==> config.mk <==
export PLATFORM = sky130hd
export DESIGN_NAME = bfp_port
export DESIGN_NICKNAME = d
export VERILOG_FILES = /design/src/hw/bfp_pkg.sv /design/src/hw/bfp_sync.sv /design/src/hw/bfp_port.sv
export SDC_FILE = /design/constraint.sdc
export NUM_CORES = 1
export LEC_CHECK = 0
export ABC_CLOCK_PERIOD_IN_PS = 1500
export BUFFER_PORTS_ARGS = -buffer_cell sky130_fd_sc_hd__clkbuf_2
export CORE_MARGIN = 2
export CORE_UTILIZATION = 50
export CTS_BUF_LIST = sky130_fd_sc_hd__clkbuf_8
export DETAILED_ROUTE_END_ITERATION = 6
export PLACE_DENSITY = 0.89
export SETUP_SLACK_MARGIN = 0.3
export SYNTH_ARGS = -nofsm -noshare
export SYNTH_HDL_FRONTEND = slang
export SYNTH_SLANG_ARGS = --single-unit
==> constraint.sdc <==
create_clock -name clk_sys_i -period 1.5 [get_ports clk_sys_i]
set_input_delay 0.075 -clock clk_sys_i [delete_from_list [all_inputs] [get_ports clk_sys_i]]
set_output_delay 0.075 -clock clk_sys_i [all_outputs]
set_load 0.03 [all_outputs]
==> src/hw/bfp_pkg.sv <==
// Package of constants and types for the burst flash host port
package bfp_pkg;
  // Address and data widths of the host pins
  localparam int unsigned ADDR_W = 21;
  localparam int unsigned DATA_W = 16;
  // Initial burst latency, in active link clock edges
  localparam logic [3:0] LAT_STD_EDGES = 4'h7;
  localparam logic [3:0] LAT_RED_EDGES = 4'h5;
  // Values after reset
  localparam logic [ADDR_W-1:0] ADDR_RST = 21'h000000;
  localparam logic [DATA_W-1:0] DATA_RST = 16'h0000;
  localparam logic [3:0] LAT_RST = 4'h0;
  // Levels seen on the acceleration pin
  typedef enum logic [1:0] {
    ACC_LOW  = 2'b00,
    ACC_HIGH = 2'b01,
    ACC_ELEV = 2'b10
  } bfp_acc_type;
  // Read-side states
  typedef enum logic [1:0] {
    ST_READ_ARRAY = 2'b00,
    ST_WAIT       = 2'b01,
    ST_BURST      = 2'b10
  } bfp_state_type;
endpackage : bfp_pkg

==> src/hw/bfp_sync.sv <==
// Two flip-flop synchroniser for pin inputs
`timescale 1ns/1ps
`default_nettype none
module bfp_sync #(
  parameter int unsigned WIDTH = 1,
  parameter logic [WIDTH-1:0] RST_VAL = '0
) (
  input  wire logic             clk_sys_i,
  input  wire logic             rst_i,
  input  wire logic [WIDTH-1:0] async_i,
  output logic      [WIDTH-1:0] sync_o
);
  logic [WIDTH-1:0] meta_q;

  // First stage is read only by the second stage
  always_ff @(posedge clk_sys_i)
  begin
    if (rst_i)
    begin
      meta_q <= RST_VAL;
      sync_o <= RST_VAL;
    end
    else
    begin
      meta_q <= async_i;
      sync_o <= meta_q;
    end
  end
endmodule : bfp_sync
`default_nettype wire

==> src/hw/bfp_port.sv <==
// Device-side pin logic of the burst flash host port
// Behaviour
// - In a burst, ready is low until valid data is presented and high while it is valid.
// - Asynchronous reads work with the link clock standing still; the clock is ignored then.
// - In a burst, after the first word each active clock edge steps the burst address.
// - In asynchronous mode a low address strobe marks the address inputs as valid.
// - In burst mode the rising edge of the address strobe loads the burst start address.
// - With the address strobe high, address inputs are ignored.
// - A low hardware reset returns all state to read-array.
// - A low write-protect refuses program and erase on the two outermost sectors.
// - Elevated acceleration speeds programming and enters unlock bypass; low locks all sectors.
// - Chip enable going high ends a burst at any clock phase.
// - Output enable gates the data outputs independently of clock edges.
// - Reduced handshaking shortens the initial latency for even start addresses only.
// - The address is captured on the rising edge of the address strobe.
// - After reset the state machine rests in read-array, altering nothing.
`timescale 1ns/1ps
`default_nettype none
module bfp_port
  import bfp_pkg::*;
#(
  parameter bit          REDUCED_WAIT = 1'b1,
  parameter logic [3:0]  LAT_STD      = bfp_pkg::LAT_STD_EDGES,
  parameter logic [3:0]  LAT_RED      = bfp_pkg::LAT_RED_EDGES
) (
  input  wire logic                      clk_sys_i,
  input  wire logic                      rst_i,
  input  wire logic                      link_clk_i,
  input  wire logic                      chip_en_n_i,
  input  wire logic                      out_en_n_i,
  input  wire logic                      write_en_n_i,
  input  wire logic                      addr_valid_strobe_n_i,
  input  wire logic [bfp_pkg::ADDR_W-1:0] word_addr_i,
  input  wire logic                      hw_reset_n_i,
  input  wire logic                      write_protect_n_i,
  input  wire logic [1:0]                acc_level_i,
  input  wire logic                      burst_mode_i,
  input  wire logic [bfp_pkg::DATA_W-1:0] array_rdata_i,
  input  wire logic                      prog_req_i,
  input  wire logic                      prog_outer_i,
  output logic      [bfp_pkg::ADDR_W-1:0] array_addr_o,
  output logic      [bfp_pkg::DATA_W-1:0] data_bus_o,
  output logic                           data_bus_oe_n_o,
  output logic                           rdy_o,
  output logic                           read_array_o,
  output logic                           prog_grant_o,
  output logic                           prog_accel_o,
  output logic                           unlock_bypass_o
);
  import bfp_pkg::*;

  // Address pins plus nine control pins (the acceleration level counts as two)
  localparam int unsigned PIN_W = ADDR_W + 9;

  logic [PIN_W-1:0]  pins_s;
  logic              lclk_s;
  logic              ce_n_s;
  logic              oe_n_s;
  logic              we_n_s;
  logic              avd_n_s;
  logic [ADDR_W-1:0] addr_s;
  logic              hwrst_n_s;
  logic              wp_n_s;
  logic [1:0]        acc_s;
  logic              lclk_q;
  logic              avd_n_q;
  logic [ADDR_W-1:0] addr_q;
  logic [ADDR_W-1:0] addr_d;
  logic [3:0]        lat_q;
  logic [3:0]        lat_d;
  bfp_state_type     state_q;
  bfp_state_type     state_d;
  logic [DATA_W-1:0] data_q;
  logic              oe_n_q;
  logic              rdy_q;
  logic              grant_q;
  logic              accel_q;
  logic              bypass_q;
  logic              read_array_q;

  // Every pin passes two flops; idle levels are the inactive ones
  bfp_sync #(
    .WIDTH   (PIN_W),
    .RST_VAL ({1'b0, 4'hF, {ADDR_W{1'b0}}, 2'b11, 2'b01})
  ) u_sync (
    .clk_sys_i (clk_sys_i),
    .rst_i     (rst_i),
    .async_i   ({link_clk_i, chip_en_n_i, out_en_n_i, write_en_n_i,
                 addr_valid_strobe_n_i, word_addr_i, hw_reset_n_i,
                 write_protect_n_i, acc_level_i}),
    .sync_o    (pins_s)
  );

  // Field split of the synchronised pins
  assign {lclk_s, ce_n_s, oe_n_s, we_n_s, avd_n_s, addr_s, hwrst_n_s, wp_n_s, acc_s} = pins_s;

  // Decoded events
  wire clr_all   = rst_i | ~hwrst_n_s;
  wire lclk_edge = lclk_s & ~lclk_q;                    // Rising active edge
  wire avd_rise  = avd_n_s & ~avd_n_q & ~ce_n_s;
  wire start_odd = addr_s[0];
  wire [3:0] lat_start = (REDUCED_WAIT && !start_odd) ? LAT_RED : LAT_STD;
  wire lock_all  = (bfp_acc_type'(acc_s) == ACC_LOW);
  wire outer_blk = ~wp_n_s & prog_outer_i;
  wire drive_en  = ~ce_n_s & ~oe_n_s & we_n_s;

  // Next address, latency and state
  always_comb
  begin
    state_d = state_q;
    addr_d  = addr_q;
    lat_d   = lat_q;
    unique case (state_q)
      ST_READ_ARRAY:
      begin
        if (!burst_mode_i && !avd_n_s && !ce_n_s)
          addr_d = addr_s;
        if (avd_rise)
        begin
          addr_d = addr_s;
          if (burst_mode_i)
          begin
            lat_d   = lat_start;
            state_d = ST_WAIT;
          end
        end
      end
      ST_WAIT:
      begin
        if (lclk_edge)
        begin
          lat_d = lat_q - 4'h1;
          if (lat_q == 4'h1)
            state_d = ST_BURST;
        end
      end
      ST_BURST:
      begin
        if (lclk_edge)
          addr_d = addr_q + 21'h000001;
      end
      default:
        state_d = ST_READ_ARRAY;
    endcase
    if (ce_n_s && state_q != ST_READ_ARRAY)
      state_d = ST_READ_ARRAY;
    else if (avd_rise && state_q != ST_READ_ARRAY && burst_mode_i)
    begin
      addr_d  = addr_s;                                 // Restart burst
      lat_d   = lat_start;
      state_d = ST_WAIT;
    end
  end

  // Read-side state; reset returns to read-array
  always_ff @(posedge clk_sys_i)
  begin
    if (clr_all)
    begin
      state_q <= ST_READ_ARRAY;
      addr_q  <= ADDR_RST;
      lat_q   <= LAT_RST;
      lclk_q  <= 1'b0;
      avd_n_q <= 1'b1;
    end
    else
    begin
      state_q <= state_d;
      addr_q  <= addr_d;
      lat_q   <= lat_d;
      lclk_q  <= lclk_s;
      avd_n_q <= avd_n_s;
    end
  end

  // Output flops; ready follows the data valid state
  always_ff @(posedge clk_sys_i)
  begin
    if (clr_all)
    begin
      data_q   <= DATA_RST;
      oe_n_q   <= 1'b1;
      rdy_q    <= 1'b0;
      grant_q  <= 1'b0;
      accel_q  <= 1'b0;
      bypass_q <= 1'b0;
      read_array_q <= 1'b1;
    end
    else
    begin
      data_q   <= array_rdata_i;
      oe_n_q   <= ~drive_en;
      rdy_q    <= (state_d == ST_BURST) | ~burst_mode_i;
      grant_q  <= prog_req_i & ~lock_all & ~outer_blk;
      accel_q  <= (bfp_acc_type'(acc_s) == ACC_ELEV);
      bypass_q <= (bfp_acc_type'(acc_s) == ACC_ELEV);
      read_array_q <= (state_d == ST_READ_ARRAY);       // Flop copy of the idle decode
    end
  end

  assign array_addr_o    = addr_q;
  assign data_bus_o      = data_q;
  assign data_bus_oe_n_o = oe_n_q;
  assign rdy_o           = rdy_q;
  assign read_array_o    = read_array_q;
  assign prog_grant_o    = grant_q;
  assign prog_accel_o    = accel_q;
  assign unlock_bypass_o = bypass_q;
endmodule : bfp_port
`default_nettype wire

==> summary.txt, run 1 <==
Status
  • Status: complete, but fails checks
  • Failing checks: negative setup slack

Clock network
  • CTS tree: yes
  • H-tree depth: 3
  • CTS clk-pin slew, worst paths: 0.10 ns
  • Skew-Pair Late Insertion Delay: 0.38 ns
  • Clock root buffer master: clkbuf_8
  • Total CTS buffers: 9
  • Max Root-Sink Buffers: 2
  • Clock Sink Count: 110

Logic synthesis
  • Synthesized area: 0.00395 mm^2
  • Syn Nets: between 400 and 500
  • EDFF count, synth: 0
  • Avg Cell Area, Syn: 10.0 um^2
  • Cell variety after synth: 55
  • Most used DFF post-synth: dfxtp_1
  • Ys Warns: 0
  • Seq cells post-synth: 110
  • Asr flop ratio synth: 0
  • Mapped Cells: 394
  • Seq/Total Area, Yosys: 0.558

Floorplanning
  • Cell row count: 32
  • Die area: around 0.0086 mm^2
  • Io pins: 94
  • Starting Density: 0.514
  • Die Y: 92.9 um
  • Die width: 92.9 um
  • CORE AREA: 0.00769 mm^2

STA
  • Fmax: 633 MHz
  • Slew HR: 0.698
  • Final setup viols: 10
  • Clock skew: roughly 0.015 ns
  • Fin. Hold Viols: 0
  • PnR worst setup slack: -0.0796 ns
  • Unrepaired setup endpoints after global routing: true
  • Max-slew violation count: 0
  • Fin crit share: 1.05
  • Final min period: between 1.5 and 2 ns
  • Actual slew at the worst max-slew pin: 0.453 ns

Finish
  • Final std cells w/o fill: around 700
  • Layout Nets: 643
  • Ant diodes: 0
  • # fillers: 471
  • Share of cells above drive strength 1: 0.449
  • Most frequent cells in the layout: 93 x clkbuf_2, 84 x dfxtp_1, 48 x nor2b_1, 48 x dlygate4sd3_1, 43 x buf_4
  • Commonest non-fill, non-tap cell in the layout: clkbuf_2
  • Syn-to-layout area delta: 54.6%

Worst hold path
  • Worst hold path type: input port to flip-flop
  • Worst hold path cell count: 3

Critical path
  • Crit path max fanout: 4
  • Arr. time, crit path: 1.85 ns
  • Crit-path cells: ha_4 -> nand4b_1 -> buf_6 -> nor4_4 -> o211ai_1 -> a32o_1
  • Critical path type: flip-flop to flip-flop
  • Crit path capture type: flip-flop
  • Startpoint types: flip-flop
  • Worst R2R Start: array_addr_o[0]$_SDFF_PP0_
  • Path depth of the worst reg2reg path: 6
  • FF-to-FF setup slack: -0.08 ns
  • Setup crit start: array_addr_o[0]$_SDFF_PP0_
  • Critical path endpoint: array_addr_o[12]$_SDFF_PP0_
  • Worst reg2reg endpoint: array_addr_o[12]$_SDFF_PP0_
  • CP bufs+invs: 1
  • Critical Path Stages: 6
  • Slowest cell on crit path: dfxtp_4
  • Delay-heaviest family, CP: compound AO/OA/AOI/OAI gates
  • WP data required: 1.77 ns
  • CP max stage delay: 0.38 ns

Detailed routing
  • Drt pass-1 iters: 5
  • Total wire length: ~11 mm
  • WL/cell: roughly 16 um
  • Post-route DRC: 0
  • Vias: 3613
  • Via density: 5.19
  • Drt first-iter violations: 223
  • Routed Antenna Nets: 0

Power and ir drop
  • Leakage: 2.67 nW
  • Max VDD drop: 0.648 mV
  • Cell Pwr Density: 877 mW/mm^2

Job
  • Max-cap violations: 0

GRT
  • First-pass GRT wire length: about 16 mm
  • All-Layer GR Usage: 0.244
  • Initial antenna violation count: 0
  • Gr ovfl total: 0
  • Vias in the first global route: 3415
  • Largest net degree at the start of global routing: between 50 and 60

Place
  • Port bufs: 93
  • Post-place setup slack: -0.138 ns
  • Post-DP HPWL: about 6.4 mm
  • Routability Congestion: 0.893
  • Placed Instances: roughly 600
-- cells by family (layout without fill, tap and decap cells) --
group           after synthesis  in the layout  synth area share
xor+xnor                      6              6            0.0133
buf+inv                      22            222            0.0235
compound gates               71             71             0.119
fa+ha+maj                     3              3           0.00951
mux                           2              2           0.00507
flops                       110            110             0.558
simple gates                180            180             0.272
-- final cells by class --
type                            count  area, um^2  share of cell area
Sequential cell                   110        2270               0.372
Multi-Input combinational cell    262        2020               0.332
Timing Repair Buffer              200        1440               0.236
Tap cell                          102         128              0.0209
Clock buffer                        9         124              0.0203
Clock inverter                      7        90.1              0.0148
Inverter                            6        22.5             0.00369
-- report_power, final --
group	switching [mW]	internal [mW]	total, mW
Combinational	0.207	0.237	0.444
Sequential	0.0402	3.00	3.04
Clock	1.05	0.811	1.87
-- per-stage QoR --
step	util	power (mW)	hold WS, ns	area (um^2)	TNS, ns
after global routing	0.794	5.55	0.0341	6100	-1.48
after global placement	0.638	3.42	0.257	4900	-0.0639
final	0.794	5.35	0.0385	6100	-0.398
after detailed placement	0.638	3.43	0.262	4900	-0.468
after floorplan	-	3.29	0.179	4150	-0.00470
after CTS	0.769	5.35	0.0309	5910	-0.428
-- tightest hold or removal path, delay by kind of cell --
kind                   cells  cell delay, ns
AND/OR/NAND/NOR            1            0.05
buffers and inverters      2            0.24
-- state kept, by name (all words and copies together), names as in the netlist --
signal and cells:
u_sync.meta_q 30, u_sync.sync_o 30, array_addr_o 21, data_bus_o 16, lat_q 4, state_q 2
avd_n_q 1, data_bus_oe_n_o 1, lclk_q 1, prog_grant_o 1, rdy_o 1, read_array_o 1
unlock_bypass_o 1
-- layer usage --
layer | vias up | routed length (um) | global-route usage
li1 | 1753 | - | -
met1 | 1674 | 4590 | 0.295
met2 | 148 | 5590 | 0.417
met3 | 38 | 637 | 0.0504
met4 | 0 | 379 | 0.108
met5 | - | 0 | 0
-- cell usage after synthesis, types with 2 or more instances --
master    count  share of area
inv_1         6         0.0057
dfxtp_1     110           0.56
o211ai_1      6          0.011
nand4_1       4         0.0063
nor4_2        2         0.0063
a21oi_1      14          0.018
and2_1       19          0.030
nand3_1      15          0.019
nor2_1       16          0.015
ha_1          3         0.0095
o22ai_1       2         0.0032
a22oi_1       3         0.0057
mux2i_1       2         0.0051
o21ai_1       6         0.0076
clkbuf_1     10         0.0095
nor3_1        5         0.0063
a31oi_1       5         0.0079
nand2b_1      7          0.011
buf_2         5         0.0063
nor2b_1      50          0.079
and3_1        7          0.011
nand2_1      25          0.024
o21ai_0      12          0.015
a22o_1        6          0.013
xor2_1        5          0.011
o31ai_1       4         0.0076
or3_1         2         0.0032
or2_2        14          0.022
o41ai_1       3         0.0067
-- repair_timing --
action	in CTS	in global routing
pin swaps	29	23
setup endpoints to repair	26	28
hold buffers	48	0
gates resized for setup	50	27
hold endpoints to repair	47	0
buffers inserted	16	9
gates cloned	0	1
-- worst min-delay path by stage --
stage | startpoint | to | slack (ns)
floorplan | acc_level_i[0] | u_sync.meta_q[0]$_SDFF_PP1_ | 0.18
global placement | write_protect_n_i | u_sync.meta_q[2]$_SDFF_PP1_ | 0.26
detailed placement | acc_level_i[0] | u_sync.meta_q[0]$_SDFF_PP1_ | 0.26
CTS | rst_i | u_sync.sync_o[23]$_SDFF_PP0_ | 0.03
global route | rst_i | u_sync.sync_o[19]$_SDFF_PP0_ | 0.03
finish | rst_i | u_sync.sync_o[23]$_SDFF_PP0_ | 0.04
(Power assumes the default switching activity.)
==> run 2: changes to the inputs <==
CELL_PAD_IN_SITES_DETAIL_PLACEMENT = 0   (was not set)
CELL_PAD_IN_SITES_GLOBAL_PLACEMENT = 1   (was not set)
CORE_MARGIN = not set   (was 2)
CORE_UTILIZATION = 38   (was 50)
SLEW_MARGIN = 20   (was not set)
==> run 2 against run 1 <==
Net effect: the run still ends with negative setup slack left; clock skew barely moved; register-to-register slack barely moved; sequential cell count is the same; largest power group unchanged.
==> summary.txt, run 2 (synthesis gave the netlist of run 1 again) <==
Detailed routing
  • Via density: 4.95 (was 5.19)
  • Drt pass-1 iters: 4 (was 5)
  • Drt first-iter violations: 214 (was 223)
  • Vias: 3597 (was 3613)
  • Routed Antenna Nets: 0 (unchanged)
  • Total wire length: 10.7 mm (was 11.2 mm)
  • Post-route DRC: 0 (unchanged)
  • WL/cell: 14.7 um (was 16.1 um)

STA
  • Final setup viols: 6 (was 10)
  • Final TNS setup: -0.165 ns (was -0.398 ns)
  • Clock skew: 0.0150 ns (was 0.0155 ns)
  • Max-slew violation count: 0 (unchanged)
  • PnR worst setup slack: -0.0682 ns (was -0.0796 ns)
  • Fin. Hold Viols: 0 (unchanged)
  • Actual slew at the worst max-slew pin: 0.450 ns (was 0.453 ns)
  • Slew HR: 0.700 (was 0.698)
  • Unrepaired setup endpoints after global routing: true (unchanged)
  • Fin crit share: 1.05 (about the same)
  • Final min period: 1.57 ns (was 1.58 ns)
  • Fmax: 638 MHz (was 633 MHz)

Status
  • Failing checks: negative setup slack (unchanged)
  • Status: complete, but fails checks (unchanged)

Floorplanning
  • CORE AREA: 0.00991 mm^2 (was 0.00769 mm^2)
  • Die width: 104 um (was 92.9 um)
  • Starting Density: 0.398 (was 0.514)
  • Die Y: 104 um (was 92.9 um)
  • Die area: 0.0108 mm^2 (was 0.00862 mm^2)
  • Io pins: 94 (unchanged)
  • Cell row count: 36 (was 32)

Finish
  • Commonest non-fill, non-tap cell in the layout: clkbuf_2 (unchanged)
  • Final std cells w/o fill: 727 (was 696)
  • # fillers: 815 (was 471)
  • Most frequent cells in the layout: 91 x clkbuf_2, 83 x dfxtp_1, 50 x dlygate4sd3_1 (was 93 x clkbuf_2, 84 x dfxtp_1, 48 x nor2b_1, 48 x dlygate4sd3_1, 43 x buf_4)
  • Syn-to-layout area delta: 56.5% (was 54.6%)
  • Layout Nets: 643 (unchanged)
  • Share of cells above drive strength 1: 0.448 (was 0.449)
  • Ant diodes: 0 (unchanged)
  • Final core occ: 0.624 (was 0.794)

Power and ir drop
  • Max VDD drop: 0.531 mV (was 0.648 mV)
  • Leakage: 2.61 nW (was 2.67 nW)
  • Cell Pwr Density: 840 mW/mm^2 (was 877 mW/mm^2)

GRT
  • Gr ovfl total: 0 (unchanged)
  • Largest net degree at the start of global routing: 55 (was 54)
  • All-Layer GR Usage: 0.191 (was 0.244)
  • Initial antenna violation count: 0 (unchanged)
  • First-pass GRT wire length: 16.5 mm (was 16.3 mm)
  • Vias in the first global route: 3467 (was 3415)

Critical path
  • Slowest cell on crit path: dfxtp_4 (unchanged)
  • Delay-heaviest family, CP: simple AND/OR/NAND/NOR gates (was compound AO/OA/AOI/OAI gates)
  • Arr. time, crit path: 1.82 ns (was 1.85 ns)
  • CP bufs+invs: 1 (unchanged)
  • WP data required: 1.76 ns (was 1.77 ns)
  • Crit path capture type: flip-flop (unchanged)
  • Startpoint types: flip-flop (unchanged)
  • Crit-path cells: ha_4 -> nand4b_1 -> buf_6 -> nor4_4 -> nand3_1 -> xor2_1 -> o22ai_1 (was ha_4 -> nand4b_1 -> buf_6 -> nor4_4 -> o211ai_1 -> a32o_1)
  • CP max stage delay: 0.39 ns (was 0.38 ns)
  • Crit path max fanout: 4 (unchanged)
  • Critical path type: flip-flop to flip-flop (unchanged)

Clock network
  • H-tree depth: 3 (unchanged)
  • Clock root buffer master: clkbuf_8 (unchanged)
  • Max Root-Sink Buffers: 2 (unchanged)
  • CTS tree: yes (unchanged)
  • CTS clk-pin slew, worst paths: 0.11 ns (was 0.10 ns)
  • Skew-Pair Late Insertion Delay: 0.38 ns (about the same)
  • Clock Sink Count: 110 (unchanged)
  • Total CTS buffers: 9 (unchanged)

Worst hold path
  • Worst hold path type: input port to flip-flop (unchanged)

Place
  • Port bufs: 93 (unchanged)
  • Routability Congestion: 0.835 (was 0.893)
  • Post-DP HPWL: 6.63 mm (was 6.44 mm)
  • Placed Instances: 630 (was 606)

Job
  • Max-cap violations: 0 (unchanged)
-- run 2: through the flow --
step / hold slack (ns) / setup WS (ns) / power, mW / area, um^2
finish: 0.101 / -0.0682 / 5.19 / 6180
global route: 0.130 / -0.135 / 5.39 / 6180
CTS: 0.0771 / -0.0808 / 5.22 / 5970
detailed placement: 0.261 / -0.0622 / 3.43 / 4890
global placement: 0.257 / -0.0386 / 3.42 / 4890
floorplan: 0.179 / -0.00470 / 3.29 / 4150
-- run 2: layout make-up --
| type | instances | area [um^2] | share of cell area |
|---|---|---|---|
| clock buffer | 10 | 138 | 0.0223 |
| multi-input combinational | 262 | 2030 | 0.329 |
| sequential | 110 | 2280 | 0.370 |
| tap | 133 | 166 | 0.0269 |
| timing repair buffer | 200 | 1480 | 0.240 |
| clock inverter | 6 | 52.6 | 0.00850 |
| inverter | 6 | 22.5 | 0.00364 |
-- run 2: routing by layer --
layer / vias up / global-route usage / part of all wire
met5: - / 0 / 0
met4: 0 / 0.0816 / 0.017
met3: 20 / 0.0401 / 0.056
met2: 121 / 0.327 / 0.51
met1: 1693 / 0.233 / 0.42
li1: 1763 / - / -
-- run 2: final timing paths --
path / startpoint / end / slack, ns / cells past startpoint
setup / recovery: array_addr_o[1]$_SDFF_PP0_ / array_addr_o[14]$_SDFF_PP0_ / -0.07 / 7
hold / removal: burst_mode_i / rdy_o$_SDFF_PP0_ / 0.10 / 2
setup reg to reg: array_addr_o[1]$_SDFF_PP0_ / array_addr_o[14]$_SDFF_PP0_ / -0.07 / 7
hold reg to reg: u_sync.sync_o[26]$_SDFF_PP1_ / data_bus_oe_n_o$_SDFF_PP1_ / 0.40 / 1
-- run 2: power breakdown --
part           switching [mW]  internal [mW]
sequential             0.0408           2.99
clock                    1.03          0.676
combinational           0.207          0.244
-- run 2: what timing repair did --
| action | in CTS | in global routing |
|---|---|---|
| gates cloned | 1 | 1 |
| setup buffers | 22 | 7 |
| hold buffers | 50 | 0 |
| gates resized for setup | 50 | 43 |
| setup endpoints to repair | 26 | 31 |
| pin swaps | 16 | 22 |
| hold endpoints to repair | 51 | 0 |
==> run 3: changes to the inputs <==
==> constraint.sdc (replaced) <==
create_clock -name clk_sys_i -period 1.5 [get_ports clk_sys_i]
set_input_delay 0.225 -clock clk_sys_i [delete_from_list [all_inputs] [get_ports clk_sys_i]]
set_output_delay 0.225 -clock clk_sys_i [all_outputs]
set_load 0.03 [all_outputs]
==> run 3 against run 2 <==
Net effect: the flow still finishes with violations (negative setup slack); sequential cell count unchanged; final area down 3.5%; global-route usage down 1.4 points; setup slack better by 0.0076 ns; total power up 2.9%; critical path depth unchanged; largest cell class unchanged.
==> summary.txt, run 3 (synthesis gave the netlist of run 1 again) <==
GRT
  • All-Layer GR Usage: 0.178 (was 0.191)
  • First-pass GRT wire length: 15.3 mm (was 16.5 mm)
  • Gr ovfl total: 0 (unchanged)
  • Initial antenna violation count: 0 (unchanged)
  • Largest net degree at the start of global routing: 55 (unchanged)
  • Vias in the first global route: 3142 (was 3467)

STA
  • Slew HR: 0.697 (was 0.700)
  • PnR worst setup slack: -0.0606 ns (was -0.0682 ns)
  • Final setup viols: 5 (was 6)
  • Final min period: 1.56 ns (was 1.57 ns)
  • Unrepaired setup endpoints after global routing: true (unchanged)
  • Actual slew at the worst max-slew pin: 0.455 ns (was 0.450 ns)
  • Fmax: 641 MHz (was 638 MHz)
  • Max-slew violation count: 0 (unchanged)
  • Clock skew: 0.00581 ns (was 0.0150 ns)
  • Fin. Hold Viols: 0 (unchanged)
  • Fin crit share: 1.04 (was 1.05)

Detailed routing
  • Vias: 3411 (was 3597)
  • WL/cell: 14.5 um (was 14.7 um)
  • Drt first-iter violations: 151 (was 214)
  • Via density: 5.02 (was 4.95)
  • Drt pass-1 iters: 4 (unchanged)
  • Post-route DRC: 0 (unchanged)
  • Routed Antenna Nets: 0 (unchanged)
  • Total wire length: 9.82 mm (was 10.7 mm)

Critical path
  • Crit path max fanout: 4 (unchanged)
  • Critical Path Stages: 7 (unchanged)
  • Crit path capture type: flip-flop (unchanged)
  • Path depth of the worst reg2reg path: 7 (unchanged)
  • CP max stage delay: 0.38 ns (was 0.39 ns)
  • Delay-heaviest family, CP: simple AND/OR/NAND/NOR gates (unchanged)
  • Slowest cell on crit path: dfxtp_4 (unchanged)
  • Crit-path cells: ha_4 -> nand4b_1 -> buf_6 -> nor4_4 -> nor3_1 -> o31ai_1 -> nand2_1 (was ha_4 -> nand4b_1 -> buf_6 -> nor4_4 -> nand3_1 -> xor2_1 -> o22ai_1)
  • Arr. time, crit path: 1.82 ns (about the same)
  • Setup crit start: array_addr_o[1]$_SDFF_PP0_ (unchanged)
  • WP data required: 1.76 ns (about the same)
  • Worst reg2reg endpoint: array_addr_o[18]$_SDFF_PP0_ (was array_addr_o[14]$_SDFF_PP0_)
  • Startpoint types: flip-flop (unchanged)
  • Worst R2R Start: array_addr_o[1]$_SDFF_PP0_ (unchanged)
  • Critical path type: flip-flop to flip-flop (unchanged)
  • CP bufs+invs: 1 (unchanged)
  • Critical path endpoint: array_addr_o[18]$_SDFF_PP0_ (was array_addr_o[14]$_SDFF_PP0_)
  • FF-to-FF setup slack: -0.06 ns (was -0.07 ns)

Finish
  • Commonest non-fill, non-tap cell in the layout: dfxtp_1 (was clkbuf_2)
  • Syn-to-layout area delta: 51.1% (was 56.5%)
  • Share of cells above drive strength 1: 0.505 (was 0.448)
  • Ant diodes: 0 (unchanged)
  • Final core occ: 0.602 (was 0.624)
  • Most frequent cells in the layout: 80 x dfxtp_1, 72 x clkbuf_2, 48 x nor2b_1 (was 91 x clkbuf_2, 83 x dfxtp_1, 50 x dlygate4sd3_1)
  • # fillers: 823 (was 815)
  • Final std cells w/o fill: 679 (was 727)
  • Layout Nets: 595 (was 643)
  • Area of the multi-input gates: 0.00208 mm^2 (was 0.00203 mm^2)
  • Reg area: 0.00229 mm^2 (was 0.00228 mm^2)

Power and ir drop
  • Max VDD drop: 0.566 mV (was 0.531 mV)
  • Leakage: 2.48 nW (was 2.61 nW)
  • Cell Pwr Density: 896 mW/mm^2 (was 840 mW/mm^2)

Clock network
  • Total CTS buffers: 9 (unchanged)
  • CTS clk-pin slew, worst paths: 0.10 ns (was 0.11 ns)
  • H-tree depth: 3 (unchanged)
  • Skew-Pair Late Insertion Delay: 0.36 ns (was 0.38 ns)
  • Clock Sink Count: 110 (unchanged)
  • CTS tree: yes (unchanged)
  • Max Root-Sink Buffers: 2 (unchanged)
  • Clock root buffer master: clkbuf_8 (unchanged)

Place
  • Post-DP HPWL: 6.63 mm (about the same)
  • Post-place setup slack: -0.0854 ns (was -0.0622 ns)
  • Port bufs: 93 (unchanged)
  • Routability Congestion: 0.843 (was 0.835)
  • Placed Instances: 631 (was 630)

Floorplanning
  • CORE AREA: 0.00991 mm^2 (unchanged)
  • Io pins: 94 (unchanged)
  • Starting Density: 0.398 (unchanged)
  • Die Y: 104 um (unchanged)
  • Die width: 104 um (unchanged)
  • Die area: 0.0108 mm^2 (unchanged)
  • Cell row count: 36 (unchanged)

Job
  • Max-cap violations: 0 (unchanged)

Status
  • Failing checks: negative setup slack (unchanged)
  • Status: complete, but fails checks (unchanged)

Worst hold path
  • Worst hold path type: input port to flip-flop (unchanged)
run 3: cell count changes in the layout (fill, tap and decap cells not counted), sizes merged:
cell         before  now
inv               9    8
buf              58   73
clkinv            1    2
clkinvlp          2    0
clkbuf          102   89
dlygate4sd3      50    0
bufinv            0    2
run 3: repair_timing:
| item | 4_1_cts | 5_1_grt |
|---|---|---|
| resized for setup | 102 | 55 |
| hold buffers | 0 | 0 |
| buffers inserted | 14 | 18 |
| pin swaps | 24 | 29 |
| endpoints found under the setup margin | 43 | 46 |
run 3: layer usage:
layer | GRT usage | wire (um)
met1 | 0.234 | 4130
met4 | 0.0806 | 219
met3 | 0.0345 | 733
met5 | 0 | 0
met2 | 0.282 | 4740
run 3: metrics by stage:
| step | power, mW | setup TNS [ns] | cell area, um^2 | hold WS, ns |
|---|---|---|---|---|
| 6_report | 5.34 | -0.169 | 5960 | 0.0355 |
| 5_1_grt | 5.55 | -0.691 | 5960 | 0.0184 |
| 4_1_cts | 5.40 | -0.0280 | 5640 | 0.0163 |
| 3_5_place_dp | 3.44 | -0.405 | 4910 | 0.375 |
| 3_3_place_gp | 3.43 | -0.0768 | 4910 | 0.371 |
| 2_1_floorplan | 3.29 | -0.00470 | 4150 | 0.329 |
run 3: area by class of cell:
cell class                 count  share of cell area
sequential                   110               0.385
multi-input combinational    262               0.349
timing repair buffer         152               0.196
tap                          133              0.0279
clock buffer                  10              0.0231
clock inverter                 6              0.0153
inverter                       6             0.00378
run 3: power breakdown:
part	total [mW]	switching, mW	internal, mW
Sequential	3.03	0.0401	2.99
Combinational	0.355	0.186	0.169
Clock	1.96	0.960	0.998
run 3: worst min path at each step:
stage                            startpoint                           end  slack, ns  depth (start not counted)
3_5_place_dp   u_sync.sync_o[26]$_SDFF_PP1_    data_bus_oe_n_o$_SDFF_PP1_       0.38                          1
5_1_grt                         chip_en_n_i  u_sync.meta_q[28]$_SDFF_PP1_       0.02                          2
2_1_floorplan                acc_level_i[0]   u_sync.meta_q[0]$_SDFF_PP1_       0.33                          1
3_3_place_gp   u_sync.sync_o[26]$_SDFF_PP1_    data_bus_oe_n_o$_SDFF_PP1_       0.37                          1
6_report                  write_protect_n_i   u_sync.meta_q[2]$_SDFF_PP1_       0.04                          2
4_1_cts                   write_protect_n_i   u_sync.meta_q[2]$_SDFF_PP1_       0.02                          2
run 3: worst register-to-register path: stages (launching register included):
cell	delay [ns]
dfxtp_4	0.38
ha_4	0.14
nand4b_1	0.12
buf_6	0.16
nor4_4	0.23
nor3_1	0.10
o31ai_1	0.25
nand2_1	0.07
